===== src/dsc_map.svh =====
// constants for the dual sample conversion control block
`ifndef DSC_MAP_SVH
`define DSC_MAP_SVH
`define DSC_CLK_MHZ        125
`define DSC_ACQ_NS         240
`define DSC_CONV_NS        400
`define DSC_AUTO_ACQ_NS    240
`define DSC_ACQ_CYC        ((`DSC_ACQ_NS * `DSC_CLK_MHZ + 999) / 1000)
`define DSC_CONV_CYC       ((`DSC_CONV_NS * `DSC_CLK_MHZ + 999) / 1000)
`define DSC_AUTO_ACQ_CYC   ((`DSC_AUTO_ACQ_NS * `DSC_CLK_MHZ + 999) / 1000)
`define DSC_CNT_W          8
`define DSC_SEL_FIRST      1'b0
`define DSC_SEL_SECOND     1'b1
`endif


===== src/dsc_pkg.sv =====
// types for the dual sample conversion control block
package dsc_pkg;
    typedef enum logic [2:0] {
        DSC_IDLE,
        DSC_CONV_A,
        DSC_CONV_B,
        DSC_AUTO_ACQ
    } dsc_state_t;
endpackage


===== src/dsc_sync.sv =====
// two-flop synchroniser for pin inputs
`timescale 1ns/1ps
module dsc_sync #(
    parameter int               WIDTH   = 1,
    parameter logic [WIDTH-1:0] RST_VAL = '1
) (
    // clock and reset
    input  wire logic             clk_i,
    input  wire logic             rst_i,
    // data
    input  wire logic [WIDTH-1:0] d_i,
    output logic      [WIDTH-1:0] q_o
);
    logic [WIDTH-1:0] meta_r;
    logic [WIDTH-1:0] meta_nxt;
    logic [WIDTH-1:0] q_r;
    logic [WIDTH-1:0] q_nxt;

    if (WIDTH < 1) begin : g_bad_width
        $error("dsc_sync: WIDTH must be at least 1");
    end

    always_comb begin
        meta_nxt = d_i;
        q_nxt    = meta_r;
    end

    // reset value chosen per pin group so each reads its idle level
    always_ff @(posedge clk_i) begin
        if (rst_i) begin
            meta_r <= RST_VAL;
            q_r    <= RST_VAL;
        end else begin
            meta_r <= meta_nxt;
            q_r    <= q_nxt;
        end
    end

    assign q_o = q_r;
endmodule


===== src/dsc_conv_ctrl.sv =====
// conversion sequencing and pair selection of a two-channel sampling converter
`timescale 1ns/1ps
`include "dsc_map.svh"
module dsc_conv_ctrl #(
    parameter int ACQ_CYC      = `DSC_ACQ_CYC,
    parameter int CONV_CYC     = `DSC_CONV_CYC,
    parameter int AUTO_ACQ_CYC = `DSC_AUTO_ACQ_CYC
) (
    // clock and reset
    input  wire logic clk_i,
    input  wire logic rst_i,
    // conversion control pins
    input  wire logic conversion_start_n_i,
    input  wire logic pair_select_i,
    input  wire logic power_down_request_i,
    input  wire logic low_power_mode_i,
    // readout strobes
    input  wire logic chip_select_n_i,
    input  wire logic read_n_i,
    // status to the host
    output logic      busy_o,
    output logic      end_of_conv_a_o,
    output logic      low_power_state_o,
    output logic      data_oe_n_o,
    // analog front end steering and result valid pulses
    output logic      pair_latched_o,
    output logic      convert_a_o,
    output logic      convert_b_o,
    output logic      result_a_valid_o,
    output logic      result_b_valid_o
);
    localparam int CW = `DSC_CNT_W;

    // counts must fit the shared counter; fast-mode acquisition is host-timed
    // so ACQ_CYC only has to be sane
    if (CONV_CYC < 1 || CONV_CYC >= (1 << CW)) begin : g_bad_conv
        $error("dsc_conv_ctrl: CONV_CYC out of range");
    end
    if (AUTO_ACQ_CYC < 1 || AUTO_ACQ_CYC >= (1 << CW)) begin : g_bad_auto
        $error("dsc_conv_ctrl: AUTO_ACQ_CYC out of range");
    end
    if (ACQ_CYC < 1) begin : g_bad_acq
        $error("dsc_conv_ctrl: ACQ_CYC must be at least 1");
    end

    function automatic logic [CW-1:0] cyc_last(input int n);
        cyc_last = CW'(n - 1);
    endfunction

    // counter advance, kept at the counter width
    function automatic logic [CW-1:0] cnt_step(input logic [CW-1:0] c);
        cnt_step = c + 1'b1;
    endfunction

    // last cycle of one channel conversion
    function automatic logic conv_done(input logic [CW-1:0] c);
        conv_done = (c == cyc_last(CONV_CYC));
    endfunction

    // synchronised pins
    logic start_n_s;
    logic sel_s;
    logic pd_s;
    logic lp_s;
    logic cs_n_s;
    logic rd_n_s;

    // active-low pins idle high out of reset, so no false start edge
    dsc_sync #(
        .WIDTH   (3),
        .RST_VAL (3'b111)
    ) u_sync_n (
        .clk_i (clk_i),
        .rst_i (rst_i),
        .d_i   ({conversion_start_n_i, chip_select_n_i, read_n_i}),
        .q_o   ({start_n_s, cs_n_s, rd_n_s})
    );

    // level pins read low out of reset: first pair, fast mode, full power
    dsc_sync #(
        .WIDTH   (3),
        .RST_VAL (3'b000)
    ) u_sync_lvl (
        .clk_i (clk_i),
        .rst_i (rst_i),
        .d_i   ({pair_select_i, power_down_request_i, low_power_mode_i}),
        .q_o   ({sel_s, pd_s, lp_s})
    );

    dsc_pkg::dsc_state_t state_r;
    dsc_pkg::dsc_state_t state_nxt;
    logic [CW-1:0]       cnt_r;
    logic [CW-1:0]       cnt_nxt;
    logic                start_n_d_r;
    logic                start_n_d_nxt;
    logic                armed_r;
    logic                armed_nxt;
    logic                pair_r;
    logic                pair_nxt;
    logic                busy_r;
    logic                busy_nxt;
    logic                eoc_a_r;
    logic                eoc_a_nxt;
    logic                lp_state_r;
    logic                lp_state_nxt;
    logic                oe_n_r;
    logic                oe_n_nxt;
    logic                va_r;
    logic                va_nxt;
    logic                vb_r;
    logic                vb_nxt;
    logic                start_edge;

    // start is a falling edge; strobes play no part here
    assign start_edge = start_n_d_r & ~start_n_s;

    // any host start edge since reset arms the self-repeat
    always_comb begin
        start_n_d_nxt = start_n_s;
        armed_nxt     = armed_r | start_edge;
    end

    // history resets to the idle pin level, so reset makes no false edge
    always_ff @(posedge clk_i) begin
        if (rst_i) begin
            start_n_d_r <= 1'b1;
            armed_r     <= 1'b0;
        end else begin
            start_n_d_r <= start_n_d_nxt;
            armed_r     <= armed_nxt;
        end
    end

    // readout enable is independent of conversion state
    always_comb begin
        oe_n_nxt = cs_n_s | rd_n_s;
    end

    // reset tristates the data bus whatever the strobes say
    always_ff @(posedge clk_i) begin
        if (rst_i) begin
            oe_n_r <= 1'b1;
        end else begin
            oe_n_r <= oe_n_nxt;
        end
    end

    // sequencer: idle, self-timed acquisition on a low-power self-run only, then channel A and channel B
    always_comb begin
        // pulses default low so each stands one cycle; levels hold
        state_nxt     = state_r;
        cnt_nxt       = cnt_r;
        pair_nxt      = pair_r;
        busy_nxt      = busy_r;
        eoc_a_nxt     = 1'b0;
        lp_state_nxt  = lp_state_r;
        va_nxt        = 1'b0;
        vb_nxt        = 1'b0;
        case (state_r)
            dsc_pkg::DSC_IDLE: begin
                // low power outside conversion in low-power mode or on request
                lp_state_nxt = lp_s | pd_s;
                if (start_edge) begin
                    // acquisition ends at the start edge: latch pair here
                    pair_nxt     = sel_s;
                    busy_nxt     = 1'b1;
                    lp_state_nxt = 1'b0;
                    cnt_nxt      = '0;
                    state_nxt    = dsc_pkg::DSC_CONV_A;
                end else if (lp_s && armed_r && !start_n_s) begin
                    // self-run only after a first host start
                    cnt_nxt   = '0;
                    state_nxt = dsc_pkg::DSC_AUTO_ACQ;
                end
            end

            dsc_pkg::DSC_AUTO_ACQ: begin
                // device-timed acquisition, still low power
                lp_state_nxt = 1'b1;
                if (!lp_s || start_n_s) begin
                    // host let go or left the mode: wait for a fresh edge
                    state_nxt = dsc_pkg::DSC_IDLE;
                end else if (cnt_r == cyc_last(AUTO_ACQ_CYC)) begin
                    // short self-timed acquisition may beat the rated rate
                    pair_nxt     = sel_s;
                    busy_nxt     = 1'b1;
                    lp_state_nxt = 1'b0;
                    cnt_nxt      = '0;
                    state_nxt    = dsc_pkg::DSC_CONV_A;
                end else begin
                    cnt_nxt = cnt_step(cnt_r);
                end
            end

            dsc_pkg::DSC_CONV_A: begin
                // neither new starts nor power-down abort this
                if (conv_done(cnt_r)) begin
                    eoc_a_nxt = 1'b1;
                    va_nxt    = 1'b1;
                    cnt_nxt   = '0;
                    state_nxt = dsc_pkg::DSC_CONV_B;
                end else begin
                    cnt_nxt = cnt_step(cnt_r);
                end
            end

            // B always follows A, whatever channel the readout selects
            dsc_pkg::DSC_CONV_B: begin
                if (conv_done(cnt_r)) begin
                    vb_nxt       = 1'b1;
                    busy_nxt     = 1'b0;
                    // low power resumes on the cycle the last channel ends
                    lp_state_nxt = lp_s | pd_s;
                    cnt_nxt      = '0;
                    state_nxt    = dsc_pkg::DSC_IDLE;
                end else begin
                    cnt_nxt = cnt_step(cnt_r);
                end
            end

            default: begin
                state_nxt = dsc_pkg::DSC_IDLE;
                busy_nxt  = 1'b0;
                cnt_nxt   = '0;
            end
        endcase
    end

    // reset aborts any conversion in flight
    always_ff @(posedge clk_i) begin
        if (rst_i) begin
            state_r    <= dsc_pkg::DSC_IDLE;
            cnt_r      <= '0;
            pair_r     <= `DSC_SEL_FIRST;
            busy_r     <= 1'b0;
            eoc_a_r    <= 1'b0;
            lp_state_r <= 1'b0;
            va_r       <= 1'b0;
            vb_r       <= 1'b0;
        end else begin
            state_r    <= state_nxt;
            cnt_r      <= cnt_nxt;
            pair_r     <= pair_nxt;
            busy_r     <= busy_nxt;
            eoc_a_r    <= eoc_a_nxt;
            lp_state_r <= lp_state_nxt;
            va_r       <= va_nxt;
            vb_r       <= vb_nxt;
        end
    end

    // conversion strobes registered from state for clean outputs
    logic conv_a_r;
    logic conv_b_r;
    logic conv_a_nxt;
    logic conv_b_nxt;

    always_comb begin
        conv_a_nxt = (state_nxt == dsc_pkg::DSC_CONV_A);
        conv_b_nxt = (state_nxt == dsc_pkg::DSC_CONV_B);
    end

    always_ff @(posedge clk_i) begin
        if (rst_i) begin
            conv_a_r <= 1'b0;
            conv_b_r <= 1'b0;
        end else begin
            conv_a_r <= conv_a_nxt;
            conv_b_r <= conv_b_nxt;
        end
    end

    assign busy_o            = busy_r;
    assign end_of_conv_a_o   = eoc_a_r;
    assign low_power_state_o = lp_state_r;
    assign data_oe_n_o       = oe_n_r;
    assign pair_latched_o    = pair_r;
    assign convert_a_o       = conv_a_r;
    assign convert_b_o       = conv_b_r;
    assign result_a_valid_o  = va_r;
    assign result_b_valid_o  = vb_r;
endmodule


===== config.mk =====
export PLATFORM = sky130hd
export DESIGN_NAME = dsc_conv_ctrl
export DESIGN_NICKNAME = d
export VERILOG_FILES = /design/src/dsc_pkg.sv /design/src/dsc_sync.sv /design/src/dsc_conv_ctrl.sv
export VERILOG_INCLUDE_DIRS = /design/src
export SDC_FILE = /design/constraint.sdc
export NUM_CORES = 1
export LEC_CHECK = 0
export BUFFER_PORTS_ARGS = -buffer_cell sky130_fd_sc_hd__clkbuf_2
export CAP_MARGIN = 20
export CELL_PAD_IN_SITES_DETAIL_PLACEMENT = 2
export CELL_PAD_IN_SITES_GLOBAL_PLACEMENT = 2
export CORE_MARGIN = 1
export CORE_UTILIZATION = 31
export CTS_CLUSTER_SIZE = 8
export DETAILED_ROUTE_END_ITERATION = 6
export PLACE_DENSITY = 0.79
export SYNTH_ARGS = -nofsm -noshare
export SYNTH_HDL_FRONTEND = slang
export SYNTH_SLANG_ARGS = --single-unit

===== constraint.sdc =====
create_clock -name clk_i -period 1.75 [get_ports clk_i]
set_input_delay 0.0875 -clock clk_i [delete_from_list [all_inputs] [get_ports clk_i]]
set_output_delay 0.0875 -clock clk_i [all_outputs]
set_load 0.02 [all_outputs]

==> flow_summary.toml <==
[status]
status = "finished, violations left"
violations = "setup timing"

[pwr]
vdd_drop_max_mv = 0.581
cellLeakagePower_nw = 0.725
powerDensity_nw_per_um2 = 875

[yosys]
ys.warnings.count = 0
synth_area_leaders = "dfxtp_1 46%, o311ai_1 3.7%, nor2b_1 3.5%"
synthArstFlopShare_pct = 0
ys_ff_latch = 33
synth_top_area_share_pct = 46.4
synth_largest_area_cell = "dfxtp_1"
synth_area_um2 = 1420
ys_seq_area_share_pct = 46.4
synth_flop_cell = "dfxtp_1"
avgSynthCellArea_um2 = 9.18
netlist-cell-type-count = 42
synth.net_count = 165
synth-edff-count = 0
syn_inst = 155

[finish]
fin_nets = 199
post_route_cells_drive_above_1_share_pct = 35.8
syn_to_final_growth_pct = 29.6
diodes = 0
fillCellCount = 496
post-route-util_pct = 42.0

[critical_path]
path_max_fanout = 4
worst_setup_path_start_kind = "flip-flop"
cp-end-kind = "flip-flop"
critical_path_arrival_ps = 1950
r2r-start = "cnt_r[1]$_SDFFE_PP0P_"
ff2ff_setup_slack_ps = -30
r2r_end = "convert_b_o$_SDFF_PP0_"
crit_required_ps = 1920
critical_path_class = "flip-flop to flip-flop"
ff2ff_path_depth = 7

[drt]
route.detailed.drc = 0
wl_per_cell_um = 16.5
ant_nets = 0
vias = 1255
post_drt_via_cell_ratio = 5.19
first_pass_iters = 4
drt_iter0_markers = 26
routed_wl_um = 4000

[timing]
drv_slew = 0
max_clock_freq_mhz = 563
rsz0062_at_grt = "yes"
final.setup_skew_ps = 9.46
min_period_ps = 1780
worst_slack_ps = -27.6
finalCritPeriodShare_pct = 102
fin_hold_ws_ps = 11.8
setup_viol = 1
finalHoldViolCount = 0

[clock_tree]
htreeDepth = 2
cts_buffer_depth = 2
numCtsBuffers = 5
clk_latency_ps = 290
clock_sinks = 33
cts_tree = "yes"
root_buffer = "clkbuf_8"
clkTransAtPathRegs_ps = 80

[global_route]
antenna_found_initial = 0
grt_pass1_wl_um = 6680
grt_overflow_total = 0
grt_max_degree = 23
grt_pass1_vias = 1441
grt_usage_pct = 17.5

[floorplanning]
dieWidth_um = 69.7
boundaryPins = 17
die_y_um = 69.7
row_count = 24
start_util_pct = 32.4
core_area_um2 = 4380
dieArea_um2 = 4860

[hold_path]
min_path_type = "input port to flip-flop"
min_to = "u_sync_lvl.meta_r[0]$_SDFF_PP0_"
worstHoldStart = "low_power_mode_i"
hold_depth = 2

[placed_design]
dp.final_hpwl_um = 2860
port_buffers = 16
gp_congestion = 0.877

[job]
cap_violations = 0
[through the flow]
stage | TNS (ps) | cell area [um2] | setup slack (ps) | power, mW | cells
2_1_floorplan | 0 | 1420 | 10.3 | 0.839 | 155
3_3_place_gp | 0 | 1640 | 70.7 | 0.865 | 230
3_5_place_dp | -47.8 | 1640 | -37.7 | 0.870 | 230
4_1_cts | -46.9 | 1800 | -38.3 | 1.63 | 241
5_1_grt | -105 | 1840 | -59.6 | 1.68 | 242
6_report | -27.6 | 1840 | -27.6 | 1.61 | 242
[layer usage]
layer,routed length [um],up-vias,track usage (%)
li1,-,610,-
met4,58,0,4.89
met2,2150,21,32.0
met5,0,-,0
met3,114,6,5.67
met1,1680,618,19.3
[power breakdown]
part | leakage, nW | switching, mW | internal, mW
clock | 0.0574 | 0.290 | 0.463
sequential | 0.272 | 0.00750 | 0.770
combinational | 0.396 | 0.0427 | 0.0401
total | 0.725 | 0.340 | 1.27
[logic make-up (layout without fill, tap and decap cells)]
kind of cell / after synthesis / count (layout) / share of synthesized area (%)
muxes: 2 / 2 / 1.50
DFF: 33 / 33 / 46.4
adders and majority gates: 2 / 2 / 1.76
other: 1 / 1 / 0.264
and+or+nand+nor: 78 / 78 / 31.8
AOI/OAI and AO/OA: 25 / 25 / 12.9
buffers and inverters: 14 / 49 / 5.28
[layout by cell type, fill, tap and decap left out, types with 2 or more instances in the layout]
cell type,count
nand3_1,8
dfxtp_1,29
nand2b_1,2
buf_4,18
dfxtp_2,4
nor2b_1,8
o311ai_1,5
nand3b_1,2
or2_1,2
nor3_1,5
nor2_1,12
clkbuf_8,6
nand4_1,2
or3_1,3
o21ai_0,2
nor3_2,2
or2_2,8
clkbuf_2,16
nor4_1,3
inv_1,3
a21oi_1,9
dlygate4sd3_1,3
nand2_1,12
[synth_stat cells, types with 2 or more instances]
cell type	n
clkbuf_1	4
nand2b_1	2
buf_6	2
a21oi_1	9
nand2_1	12
o21ai_0	2
buf_2	3
or2_1	2
inv_1	4
nor2_1	12
nand4_1	2
or2_2	8
nor2b_1	8
nand3b_1	2
nor3_1	7
or3_1	3
dfxtp_1	33
nand3_1	8
ha_1	2
o311ai_1	6
nor4_1	3
[critical path, stage by stage (launching register included)]
cell and delay (ps):
dfxtp_2 330, inv_2 60, ha_4 120, nor3b_4 310, nand2_4 80, a22o_1 210
a221o_1 360, and3b_1 200
[sequential cells by signal, indices dropped and copies added (netlist names)]
name / flops
cnt_r: 8
state_r: 3
u_sync_lvl.meta_r: 3
u_sync_lvl.q_o: 3
u_sync_n.meta_r: 3
u_sync_n.q_o: 3
armed_r: 1
busy_o: 1
convert_a_o: 1
convert_b_o: 1
data_oe_n_o: 1
low_power_state_o: 1
pair_latched_o: 1
result_a_valid_o: 1
result_b_valid_o: 1
start_n_d_r: 1
[how the worst max path moves through the flow]
stage                           from                     end  cells past startpoint
4_1_cts        cnt_r[1]$_SDFFE_PP0P_  convert_b_o$_SDFF_PP0_                      7
5_1_grt        cnt_r[1]$_SDFFE_PP0P_  convert_b_o$_SDFF_PP0_                      7
2_1_floorplan  cnt_r[1]$_SDFFE_PP0P_  convert_b_o$_SDFF_PP0_                      7
6_report       cnt_r[1]$_SDFFE_PP0P_  convert_b_o$_SDFF_PP0_                      7
3_3_place_gp   state_r[1]$_SDFF_PP0_   cnt_r[4]$_SDFFE_PP0P_                      5
3_5_place_dp   state_r[1]$_SDFF_PP0_   cnt_r[4]$_SDFFE_PP0P_                      5
[what timing repair did]
item                                    4_1_cts  5_1_grt
gates resized for setup                       4        8
buffers inserted                              0        1
pin swaps                                     1        3
hold buffers                                  3        0
gates cloned                                  0        0
endpoints found under the hold margin         3        0
endpoints found under the setup margin        6       12
[area by class of cell]
type	instances	area, um2	area share (%)
well taps	52	65.1	3.53
clock buffers	6	82.6	4.48
flip-flops and latches	33	666	36.1
inverters	4	15.0	0.815
repair buffers	37	245	13.3
multi-input cells	108	732	39.7
clock inverters	2	37.5	2.04
Note: power is estimated with default switching activity, not from simulation.
